**src/rtl/tcf_pkg.sv**
```systemverilog
// constants for the compare-preload, comparator status, input filter and channel enable logic
// assumes a 32-bit axi4-lite slave port with byte addresses equal to four times a register index
package tcf_pkg;

  // register indices; byte address is index times four
  localparam logic [5:0] IDX_CMP1_PRELOAD = 6'h08;
  localparam logic [5:0] IDX_CMP2_PRELOAD = 6'h09;
  localparam logic [5:0] IDX_CMP_STATUS = 6'h0A;
  localparam logic [5:0] IDX_FILTER_CFG = 6'h0B;
  localparam logic [5:0] IDX_CHAN_ENABLE = 6'h0F;
  localparam logic [7:0] ADDR_CMP1_PRELOAD = {IDX_CMP1_PRELOAD, 2'b00};
  localparam logic [7:0] ADDR_CMP2_PRELOAD = {IDX_CMP2_PRELOAD, 2'b00};
  localparam logic [7:0] ADDR_CMP_STATUS = {IDX_CMP_STATUS, 2'b00};
  localparam logic [7:0] ADDR_FILTER_CFG = {IDX_FILTER_CFG, 2'b00};
  localparam logic [7:0] ADDR_CHAN_ENABLE = {IDX_CHAN_ENABLE, 2'b00};

  // comparator status/control fields
  localparam int CS_DBG_LO = 14;
  localparam int CS_FAULT = 13;
  localparam int CS_ALT = 12;
  localparam int CS_IE2 = 7;
  localparam int CS_IE1 = 6;
  localparam int CS_F2 = 5;
  localparam int CS_F1 = 4;
  localparam int CS_CL2_LO = 2;
  localparam int CS_CL1_LO = 0;
  localparam logic [15:0] CS_WRITE_MASK = 16'hF0CF;
  localparam logic [15:0] CS_RESET = 16'h0000;

  // compare-load codes and debug action bits
  localparam logic [1:0] CL_ON_CMP1 = 2'h1;
  localparam logic [1:0] CL_ON_CMP2 = 2'h2;
  localparam logic [1:0] CL_RESERVED = 2'h3;
  localparam int DBG_HALT_BIT = 0;
  localparam int DBG_FORCE_BIT = 1;

  // input filter fields
  localparam int FILTER_SAMPLE_COUNT_LO = 8;
  localparam int FILTER_SAMPLE_PERIOD_LO = 0;
  localparam logic [15:0] FILT_WRITE_MASK = 16'h07FF;
  localparam logic [15:0] FILT_RESET = 16'h0000;
  localparam logic [3:0] FILTER_SAMPLE_COUNT_BASE = 4'h3;

  // channel enable
  localparam int NUM_CHAN = 4;
  localparam logic [15:0] ENABLE_WRITE_MASK = 16'h000F;
  localparam logic [15:0] ENABLE_RESET = 16'h000F;
  localparam logic [15:0] PRELOAD_RESET = 16'h0000;

  // axi responses
  localparam logic [1:0] RESP_OKAY = 2'h0;
  localparam logic [1:0] RESP_SLVERR = 2'h2;

endpackage : tcf_pkg

```
**src/rtl/tcf_channel_ext.sv**
```systemverilog
// compare preloads, comparator status/control, input glitch filter and channel enables
// assumes compare, reinit and count-mode signals come from counter logic on aclk;
// the secondary input and debug request arrive asynchronously and are synchronised here
//
// Register access over AXI4-Lite was decided locally.
`timescale 1ns/100ps
`default_nettype none

module tcf_channel_ext
  import tcf_pkg::*;
(
  input wire logic aclk,
  input wire logic aresetn,
  input wire logic awvalid,
  output logic awready,
  input wire logic [7:0] awaddr,
  input wire logic wvalid,
  output logic wready,
  input wire logic [31:0] wdata,
  input wire logic [3:0] wstrb,
  output logic bvalid,
  input wire logic bready,
  output logic [1:0] bresp,
  input wire logic arvalid,
  output logic arready,
  input wire logic [7:0] araddr,
  output logic rvalid,
  input wire logic rready,
  output logic [31:0] rdata,
  output logic [1:0] rresp,
  input wire logic compare1_event,
  input wire logic compare2_event,
  input wire logic count_down,
  input wire logic reinit_request,
  input wire logic [15:0] reload_value_register,
  input wire logic [NUM_CHAN-1:0] count_mode_nonzero,
  input wire logic debug_mode,
  input wire logic secondary_input_pin,
  output logic compare1_load,
  output logic [15:0] compare1_load_value,
  output logic compare2_load,
  output logic [15:0] compare2_load_value,
  output logic counter_reload,
  output logic [15:0] counter_reload_value,
  output logic timer_output_flag_clear,
  output logic halt_counter,
  output logic force_output_zero,
  output logic [NUM_CHAN-1:0] counter_run,
  output logic filtered_input,
  output logic irq_request
);

  logic [15:0] compare_one_preload;
  logic [15:0] compare_two_preload;
  logic [15:0] comparator_status_control;
  logic [15:0] input_filter_config;
  logic [15:0] channel_enable;
  logic [7:0] wr_addr;
  logic [31:0] wr_data;
  logic [3:0] wr_strb;
  logic wr_fire;
  logic [31:0] next_rdata;
  logic next_rhit;
  logic [1:0] debug_action_select;
  logic alternate_reload;
  logic compare1_flag;
  logic compare2_flag;
  logic [1:0] compare1_load_control;
  logic [1:0] compare2_load_control;
  logic [2:0] filter_sample_count;
  logic [7:0] filter_sample_period;
  logic [NUM_CHAN-1:0] channel_enable_bits;
  logic clr_flag1;
  logic clr_flag2;
  logic in_meta;
  logic in_sync;
  logic dbg_meta;
  logic dbg_sync;
  logic [7:0] per_cnt;
  logic [3:0] agree_cnt;
  logic [3:0] filt_need;

  function automatic logic [15:0] merge16(input logic [15:0] old, input logic [31:0] d,
                                          input logic [3:0] s, input logic [15:0] mask);
    logic [15:0] v;
    v = old;
    if (s[0]) begin
      v[7:0] = d[7:0];
    end
    if (s[1]) begin
      v[15:8] = d[15:8];
    end
    merge16 = (v & mask) | (old & ~mask);
  endfunction : merge16
  assign debug_action_select = comparator_status_control[CS_DBG_LO +: 2];
  assign alternate_reload = comparator_status_control[CS_ALT];
  assign compare1_flag = comparator_status_control[CS_F1];
  assign compare2_flag = comparator_status_control[CS_F2];
  assign compare1_load_control = comparator_status_control[CS_CL1_LO +: 2];
  assign compare2_load_control = comparator_status_control[CS_CL2_LO +: 2];
  assign filter_sample_count = input_filter_config[FILTER_SAMPLE_COUNT_LO +: 3];
  assign filter_sample_period = input_filter_config[FILTER_SAMPLE_PERIOD_LO +: 8];
  assign channel_enable_bits = channel_enable[NUM_CHAN-1:0];
  assign filt_need = {1'b0, filter_sample_count} + FILTER_SAMPLE_COUNT_BASE;
  // write channel: address and data taken in either order, response after both
  assign wr_fire = !awready && !wready && !bvalid;

  always_ff @(posedge aclk) begin
    if (!aresetn) begin
      awready <= 1'b1;
      wready <= 1'b1;
      bvalid <= 1'b0;
      bresp <= RESP_OKAY;
      wr_addr <= 8'h00;
      wr_data <= 32'h0000_0000;
      wr_strb <= 4'h0;
    end else begin
      if (awvalid && awready) begin
        wr_addr <= awaddr;
        awready <= 1'b0;
      end
      if (wvalid && wready) begin
        wr_data <= wdata;
        wr_strb <= wstrb;
        wready <= 1'b0;
      end
      if (wr_fire) begin
        bvalid <= 1'b1;
        if (wr_addr == ADDR_CMP1_PRELOAD || wr_addr == ADDR_CMP2_PRELOAD || wr_addr == ADDR_CMP_STATUS ||
            wr_addr == ADDR_FILTER_CFG || wr_addr == ADDR_CHAN_ENABLE) begin
          bresp <= RESP_OKAY;
        end else begin
          bresp <= RESP_SLVERR;
        end
      end
      if (bvalid && bready) begin
        bvalid <= 1'b0;
        awready <= 1'b1;
        wready <= 1'b1;
      end
    end
  end

  // read decode
  always_comb begin
    next_rdata = 32'h0000_0000;
    next_rhit = 1'b1;
    if (araddr == ADDR_CMP1_PRELOAD) begin
      next_rdata[15:0] = compare_one_preload;
    end else if (araddr == ADDR_CMP2_PRELOAD) begin
      next_rdata[15:0] = compare_two_preload;
    end else if (araddr == ADDR_CMP_STATUS) begin
      next_rdata[15:0] = comparator_status_control;
    end else if (araddr == ADDR_FILTER_CFG) begin
      next_rdata[15:0] = input_filter_config;
    end else if (araddr == ADDR_CHAN_ENABLE) begin
      next_rdata[15:0] = channel_enable;
    end else begin
      next_rhit = 1'b0;
    end
  end
  always_ff @(posedge aclk) begin
    if (!aresetn) begin
      arready <= 1'b1;
      rvalid <= 1'b0;
      rdata <= 32'h0000_0000;
      rresp <= RESP_OKAY;
    end else begin
      if (arvalid && arready) begin
        arready <= 1'b0;
        rvalid <= 1'b1;
        rdata <= next_rdata;
        rresp <= next_rhit ? RESP_OKAY : RESP_SLVERR;
      end
      if (rvalid && rready) begin
        rvalid <= 1'b0;
        arready <= 1'b1;
      end
    end
  end

  always_ff @(posedge aclk) begin
    if (!aresetn) begin
      compare_one_preload <= PRELOAD_RESET;
      compare_two_preload <= PRELOAD_RESET;
    end else if (wr_fire) begin
      if (wr_addr == ADDR_CMP1_PRELOAD) begin
        compare_one_preload <= merge16(compare_one_preload, wr_data, wr_strb, 16'hFFFF);
      end
      if (wr_addr == ADDR_CMP2_PRELOAD) begin
        compare_two_preload <= merge16(compare_two_preload, wr_data, wr_strb, 16'hFFFF);
      end
    end
  end

  // zero written into a flag lane clears it
  assign clr_flag1 = wr_fire && wr_addr == ADDR_CMP_STATUS && wr_strb[0] && !wr_data[CS_F1];
  assign clr_flag2 = wr_fire && wr_addr == ADDR_CMP_STATUS && wr_strb[0] && !wr_data[CS_F2];
  always_ff @(posedge aclk) begin
    if (!aresetn) begin
      comparator_status_control <= CS_RESET;
    end else begin
      if (wr_fire && wr_addr == ADDR_CMP_STATUS) begin
        comparator_status_control <= merge16(comparator_status_control, wr_data, wr_strb, CS_WRITE_MASK);
      end
      // compare one flag, set beats clear
      comparator_status_control[CS_F1] <= compare1_event || (compare1_flag && !clr_flag1);
      // compare two flag, set beats clear
      comparator_status_control[CS_F2] <= compare2_event || (compare2_flag && !clr_flag2);
    end
  end

  always_ff @(posedge aclk) begin
    if (!aresetn) begin
      input_filter_config <= FILT_RESET;
    end else if (wr_fire && wr_addr == ADDR_FILTER_CFG) begin
      input_filter_config <= merge16(input_filter_config, wr_data, wr_strb, FILT_WRITE_MASK);
    end
  end

  // all channels enabled out of reset
  always_ff @(posedge aclk) begin
    if (!aresetn) begin
      channel_enable <= ENABLE_RESET;
    end else if (wr_fire && wr_addr == ADDR_CHAN_ENABLE) begin
      channel_enable <= merge16(channel_enable, wr_data, wr_strb, ENABLE_WRITE_MASK);
    end
  end

  // one register gates all counters, each channel by its own enable bit and its nonzero count mode
  always_ff @(posedge aclk) begin
    if (!aresetn) begin
      counter_run <= '0;
    end else begin
      counter_run <= channel_enable_bits & count_mode_nonzero;
    end
  end

  always_ff @(posedge aclk) begin
    if (!aresetn) begin
      compare1_load <= 1'b0;
      compare2_load <= 1'b0;
      compare1_load_value <= PRELOAD_RESET;
      compare2_load_value <= PRELOAD_RESET;
    end else begin
      compare1_load <= (compare1_load_control == CL_ON_CMP1 && compare1_event) ||
                       (compare1_load_control == CL_ON_CMP2 && compare2_event);
      compare2_load <= (compare2_load_control == CL_ON_CMP1 && compare1_event) ||
                       (compare2_load_control == CL_ON_CMP2 && compare2_event);
      compare1_load_value <= compare_one_preload;
      compare2_load_value <= compare_two_preload;
    end
  end

  always_ff @(posedge aclk) begin
    if (!aresetn) begin
      counter_reload <= 1'b0;
      counter_reload_value <= PRELOAD_RESET;
    end else begin
      counter_reload <= reinit_request;
      if (reinit_request) begin
        if (alternate_reload && count_down && compare2_event) begin
          counter_reload_value <= compare_two_preload;
        end else begin
          counter_reload_value <= reload_value_register;
        end
      end
    end
  end

  always_ff @(posedge aclk) begin
    if (!aresetn) begin
      dbg_meta <= 1'b0;
      dbg_sync <= 1'b0;
      halt_counter <= 1'b0;
      force_output_zero <= 1'b0;
    end else begin
      dbg_meta <= debug_mode;
      dbg_sync <= dbg_meta;
      halt_counter <= dbg_sync && debug_action_select[DBG_HALT_BIT];
      force_output_zero <= dbg_sync && debug_action_select[DBG_FORCE_BIT];
    end
  end

  always_ff @(posedge aclk) begin
    if (!aresetn) begin
      irq_request <= 1'b0;
    end else begin
      irq_request <= (comparator_status_control[CS_IE1] && compare1_flag) ||
                     (comparator_status_control[CS_IE2] && compare2_flag);
    end
  end

  always_ff @(posedge aclk) begin
    if (!aresetn) begin
      in_meta <= 1'b0;
      in_sync <= 1'b0;
      per_cnt <= 8'h01;
      agree_cnt <= 4'h0;
      filtered_input <= 1'b0;
    end else begin
      in_meta <= secondary_input_pin;
      in_sync <= in_meta;
      if (filter_sample_period == 8'h00) begin
        per_cnt <= 8'h01;
        agree_cnt <= 4'h0;
        filtered_input <= in_sync;
      end else if (per_cnt >= filter_sample_period) begin
        per_cnt <= 8'h01;
        if (in_sync == filtered_input) begin
          agree_cnt <= 4'h0;
        end else if (agree_cnt + 4'h1 >= filt_need) begin
          agree_cnt <= 4'h0;
          filtered_input <= in_sync;
        end else begin
          agree_cnt <= agree_cnt + 4'h1;
        end
      end else begin
        per_cnt <= per_cnt + 8'h01;
      end
    end
  end

  // fault input clears the output flag
  always_ff @(posedge aclk) begin
    if (!aresetn) begin
      timer_output_flag_clear <= 1'b0;
    end else begin
      timer_output_flag_clear <= comparator_status_control[CS_FAULT] && filtered_input;
    end
  end
endmodule : tcf_channel_ext

`default_nettype wire

```
**config.mk**
```make
export PLATFORM = sky130hd
export DESIGN_NAME = tcf_channel_ext
export DESIGN_NICKNAME = d
export VERILOG_FILES = /design/src/rtl/tcf_pkg.sv /design/src/rtl/tcf_channel_ext.sv
export SDC_FILE = /design/constraint.sdc
export NUM_CORES = 1
export LEC_CHECK = 0
export ABC_AREA = 0
export ABC_CLOCK_PERIOD_IN_PS = 2700
export BUFFER_PORTS_ARGS = -buffer_cell sky130_fd_sc_hd__buf_2
export CORE_MARGIN = 2
export CORE_UTILIZATION = 53
export DETAILED_ROUTE_END_ITERATION = 16
export HOLD_SLACK_MARGIN = 0.1
export MAX_ROUTING_LAYER = met4
export PLACE_DENSITY = 0.83
export SETUP_SLACK_MARGIN = 0.05
export SYNTH_ARGS = -nofsm -noshare
export SYNTH_HDL_FRONTEND = slang
export SYNTH_SLANG_ARGS = --single-unit
```
**constraint.sdc**
```tcl
create_clock -name aclk -period 2.7 [get_ports aclk]
set_input_delay 0.54 -clock aclk [delete_from_list [all_inputs] [get_ports aclk]]
set_output_delay 0.54 -clock aclk [all_outputs]
set_load 0.01 [all_outputs]
```
==> qor.yml, run 1 <==
clock_network:
  cts_resized: 0
  cts_hold_buffers: 0
  cts_max_level: 4
  clk-insertion-delay-late_ns: 0.43
  numCtsBuffers: 17
  clockBufferDepth: 2
  clockRootBuffer: "clkbuf_16"
  tritoncts: "built"
  clock-sinks: 184
  post_cts_buffers: 0
  clk_pin_slew_worst_paths_ns: 0.06
logic_synthesis:
  ys_top_cells_by_area: "dfxtp_1 48%, mux2i_1 10%, nand2_1 4.8%"
  ys_seq_elements: 184
  synth_top_area_frac: 0.481
  ys.flop_type: "dfxtp_1"
  ys_types: 52
  synth-edff-count: 0
  avgSynthCellArea_um2: 9.83
  netlist_area_um2: 7650
  postSynthCellCount: 778
  synth_area_leader_cell: "dfxtp_1"
  yosysSeqAreaShare: 0.481
  synth_warnings: 0
  synth-async-reset-ratio: 0
final_layout:
  layout_commonest_cell: "dfxtp_1"
  drive_gt1_frac: 0.220
  num_antenna_cells: 0
  num-nets-final: 1013
  area.growth.synth_to_final_pct: 17.8
  fillers: 1174
  final_core_util: 0.645
  layout_common_cells: "184 x dfxtp_1, 148 x buf_2, 97 x nand2_1"
global_route:
  grt_max_degree: 136
  antenna_found_initial: 0
  grt_usage: 0.241
  overflow: 0
  grt_pass1_wl_um: 27400
  grt_pass1_vias: 5482
worst_setup_path:
  cp.required_ns: 3.01
  reg2reg_slack_ns: 0.27
  crit_path_end_kind: "register"
  crit_fanout: 4
  rr_endpoint: "per_cnt[0]$_SDFF_PP1_"
  worstReg2RegStart: "per_cnt[0]$_SDFF_PP1_"
  reg2reg_depth: 7
  crit_type: "register to register"
  cp-start-kind: "register"
  crit_arrival_ns: 2.74
detailed_routing:
  ant_nets: 0
  first_iter_violations: 356
  dr.pass1.iters: 5
  drcViolationCount: 0
  drt_wl_total_um: 17500
  vias: 5832
  wire_per_inst_um: 15.9
  via_per_inst: 5.30
sta:
  setup-tns-final_ns: 0
  slew_headroom: 0.506
  timing.final.ws_setup_ns: 0.271
  slew_viol_final: 0
  skew_ns: 0.00511
  whs_ns: 0.319
  finalHoldViolCount: 0
  fmax_mhz: 412
  rsz0062_at_grt: "no"
  fin_crit_sh: 0.900
  period_minus_slack_ns: 2.43
  worst_pin_slew_ns: 0.741
  setup_viol: 0
worst_hold_path:
  hold_path.class: "input port to register"
  min-delay-start: "secondary_input_pin"
  whs_path_depth: 2
  min_to: "in_meta$_SDFF_PN0_"
placed_design:
  dp_hpwl_um: 12500
  io_buffer_count: 149
  place_ws_ns: 0.341
  gp_routability_congestion: 0.942
floorplanning:
  io_pins: 186
  rows: 43
  die_w_um: 124
  dieArea_um2: 15400
  die_y_um: 124
  start_util: 0.547
  coreArea_um2: 14000
run_status:
  outcome: "finished, final reports clean"
job:
  maxCapViolCount: 0
power_and_ir_drop:
  power-per-cell-area_nw_per_um2: 611
  leakagePower_nw: 4.30
  ir_worst_vdd_uv: 588
## metrics by stage
step	cells	total power, W	cell area, µm²
2_1_floorplan	795	0.00311	7710
3_3_place_gp	1074	0.00322	8480
3_5_place_dp	1074	0.00323	8480
4_1_cts	1101	0.00554	9020
5_1_grt	1101	0.00570	9020
6_report	1101	0.00551	9020
## critical path: stages, from the launching register on
cell and delay, ns:
dfxtp_1 0.38, inv_1 0.07, ha_1 0.27, nand2b_1 0.14
a2111oi_0 0.56, nor4b_1 0.19, or3_1 0.43, or2_2 0.29
## flip-flops by register name, indices dropped and copies added, names as in the netlist, 4 cells and up
signal,cells
compare1_load_value,16
compare2_load_value,16
compare_one_preload,16
compare_two_preload,16
counter_reload_value,16
rdata,16
wr_data,16
comparator_status_control,12
input_filter_config,11
per_cnt,8
wr_addr,8
agree_cnt,4
channel_enable,4
counter_run,4
## worst max path at each step
stage / from / endpoint / slack, ns / cells after the start
2_1_floorplan: per_cnt[0]$_SDFF_PP1_ / per_cnt[0]$_SDFF_PP1_ / 0.41 / 8
3_3_place_gp: per_cnt[0]$_SDFF_PP1_ / per_cnt[0]$_SDFF_PP1_ / 0.41 / 7
3_5_place_dp: per_cnt[0]$_SDFF_PP1_ / per_cnt[0]$_SDFF_PP1_ / 0.34 / 7
4_1_cts: per_cnt[0]$_SDFF_PP1_ / per_cnt[0]$_SDFF_PP1_ / 0.29 / 7
5_1_grt: per_cnt[0]$_SDFF_PP1_ / per_cnt[0]$_SDFF_PP1_ / 0.09 / 7
6_report: per_cnt[0]$_SDFF_PP1_ / per_cnt[0]$_SDFF_PP1_ / 0.27 / 7
## layer usage
layer  GRT usage  share of wire  vias up
li1            -              -     2905
met3      0.0513          0.060       37
met4       0.105          0.029        0
met2       0.391           0.49      151
met5           -              0        -
met1       0.290           0.43     2739
## cells in the mapped netlist (all sizes together) (2+ instances only)
master,count
nand4,2
xor2,5
mux4,4
and3,10
a21boi,38
or4b,3
buf,25
nand3,31
nand3b,2
mux2i,78
dfxtp,184
xnor2,5
a211o,5
a211oi,3
clkbuf,35
nor4,4
a22oi,5
nor3,6
inv,15
o211ai,2
a21oi,18
nor2,15
nand2,97
or3,3
nand2b,5
a32oi,3
nor2b,58
ha,15
and2,42
o21ai,20
o311ai,5
o211a,16
mux2,8
## final cells by class
type	instances	area (µm²)	area share
clock buffers	22	464	0.0515
clock inverters	5	75.1	0.00833
inverters	15	56.3	0.00624
multi-input cells	536	3680	0.408
flip-flops and latches	184	3680	0.409
well taps	180	225	0.0250
repair buffers	159	836	0.0927
## where the power goes
group	total, W	internal, W	switching [W]
registers	0.00284	0.00278	0.0000570
clock network	0.00234	0.00138	0.000956
logic	0.000339	0.000146	0.000193
## kinds of logic after synthesis
family	count (synthesis)	synth area share
AOI/OAI and AO/OA	120	0.113
xor gates and xnor gates	10	0.0114
adders and majority gates	15	0.0245
buffers and inverters	75	0.0464
DFF	184	0.481
muxes	90	0.126
other	1	0.000490
and+or+nand+nor	283	0.197
No activity file was read; power rests on OpenSTA's default activity.
==> run 2: changes to the inputs <==
- CORE_UTILIZATION: 53 -> 40
- PLACE_DENSITY: 0.83 -> 0.67
==> qor.yml, run 2 (synthesized netlist as in run 1, its figures left out) <==
run_status:
  outcome: "finished, final reports clean"
worst_setup_path:
  crit_arrival_ns: 2.68
  cp-start-kind: "register"
  crit_path_end_kind: "register"
  crit_type: "register to register"
  reg2reg_depth: 7
  slowest_delay_ns: 0.55
  cp.required_ns: 3.01
  cp_slowest_cell: "a2111oi_0"
  crit_fanout: 4
  crit_path_cell_trace: "inv_1, ha_1, nand2b_1, a2111oi_0, nor4b_1, or3_1, or2_2"
floorplanning:
  rows: 50
  die_y_um: 142
  die_w_um: 142
  start_util: 0.408
  dieArea_um2: 20300
  io_pins: 186
  coreArea_um2: 18800
detailed_routing:
  wire_per_inst_um: 16.1
  drt_wl_total_um: 18700
  via_per_inst: 4.95
  drcViolationCount: 0
  ant_nets: 0
  first_iter_violations: 365
  vias: 5759
  dr.pass1.iters: 6
placed_design:
  io_buffer_count: 149
  gp_routability_congestion: 0.805
  dp_hpwl_um: 13400
  dp_cells: 1129
sta:
  fin_crit_sh: 0.878
  slew_headroom: 0.487
  setup-tns-final_ns: 0
  period_minus_slack_ns: 2.37
  setup_viol: 0
  rsz0062_at_grt: "no"
  fmax_mhz: 422
  slew_viol_final: 0
  worst_pin_slew_ns: 0.769
  finalHoldViolCount: 0
  skew_ns: 0.0168
  whs_ns: 0.303
clock_network:
  clk-insertion-delay-late_ns: 0.43
  clockRootBuffer: "clkbuf_16"
  tritoncts: "built"
  cts_max_level: 4
  post_cts_buffers: 0
  clk_pin_slew_worst_paths_ns: 0.08
  clock-sinks: 184
  numCtsBuffers: 17
  cts_hold_buffers: 0
  cts_resized: 0
  clockBufferDepth: 2
final_layout:
  layout_commonest_cell: "dfxtp_1"
  layout_common_cells: "184 x dfxtp_1, 148 x buf_2, 97 x nand2_1"
  num-nets-final: 1014
  fin_cells: 1163
  area.growth.synth_to_final_pct: 19.8
  drive_gt1_frac: 0.229
worst_hold_path:
  hold_path.class: "input port to register"
  whs_path_depth: 2
power_and_ir_drop:
  power-per-cell-area_nw_per_um2: 619
  leakagePower_nw: 4.34
  ir_worst_vdd_uv: 435
job:
  maxCapViolCount: 0
global_route:
  antenna_found_initial: 1
  grt_pass1_wl_um: 29300
  grt_pass1_vias: 5474
  use_met1: 0.243
  met2_usage: 0.305
  gr-usage-met3: 0.0508
  grt_max_degree: 173
  top_usage_layer: "met2"
  overflow: 0
  grt_usage: 0.192
## run 2: cell type report
| class | count | area, µm² |
|---|---|---|
| clock inverter | 14 | 158 |
| tap | 234 | 293 |
| inverter | 15 | 56.3 |
| multi-input combinational | 536 | 3680 |
| sequential | 184 | 3680 |
| antenna | 2 | 5.00 |
| clock buffer | 18 | 439 |
| fill | 1789 | 9600 |
| timing repair buffer | 160 | 856 |
## run 2: final timing paths
path,startpoint,to,slack [ns]
worst min register to register,in_meta$_SDFF_PN0_,in_sync$_SDFF_PN0_,0.44
worst max-delay path,per_cnt[0]$_SDFF_PP1_,per_cnt[0]$_SDFF_PP1_,0.33
worst max register to register,per_cnt[0]$_SDFF_PP1_,per_cnt[0]$_SDFF_PP1_,0.33
worst min-delay path,debug_mode,dbg_meta$_SDFF_PN0_,0.30
## run 2: critical path: cells and delay by family, from the launching register on
kind,cells,cell delay (ns)
compound gates,1,0.55
simple gates,4,1.00
buf+inv,1,0.07
flops,1,0.38
fa+ha+maj,1,0.26
## run 2: where the power goes
part           switching [W]  internal (W)  total (W)
Clock                0.00116       0.00134    0.00250
Sequential         0.0000557       0.00278    0.00283
Combinational       0.000200      0.000148   0.000348
Total                0.00141       0.00426    0.00568
## run 2: through the flow
step	worst slack (ns)	utilization	power, W	instance area (µm²)
after floorplan	0.411	-	0.00311	7710
after global placement	0.359	0.456	0.00324	8560
after detailed placement	0.330	0.456	0.00324	8560
after CTS	0.341	0.488	0.00573	9160
after global routing	0.191	0.488	0.00591	9160
final	0.330	0.488	0.00568	9170
## run 2: layer usage
layer / part of all wire / wire [µm]
met5: 0 / 0
met4: 0.015 / 288
met3: 0.051 / 956
met2: 0.47 / 8700
met1: 0.47 / 8740
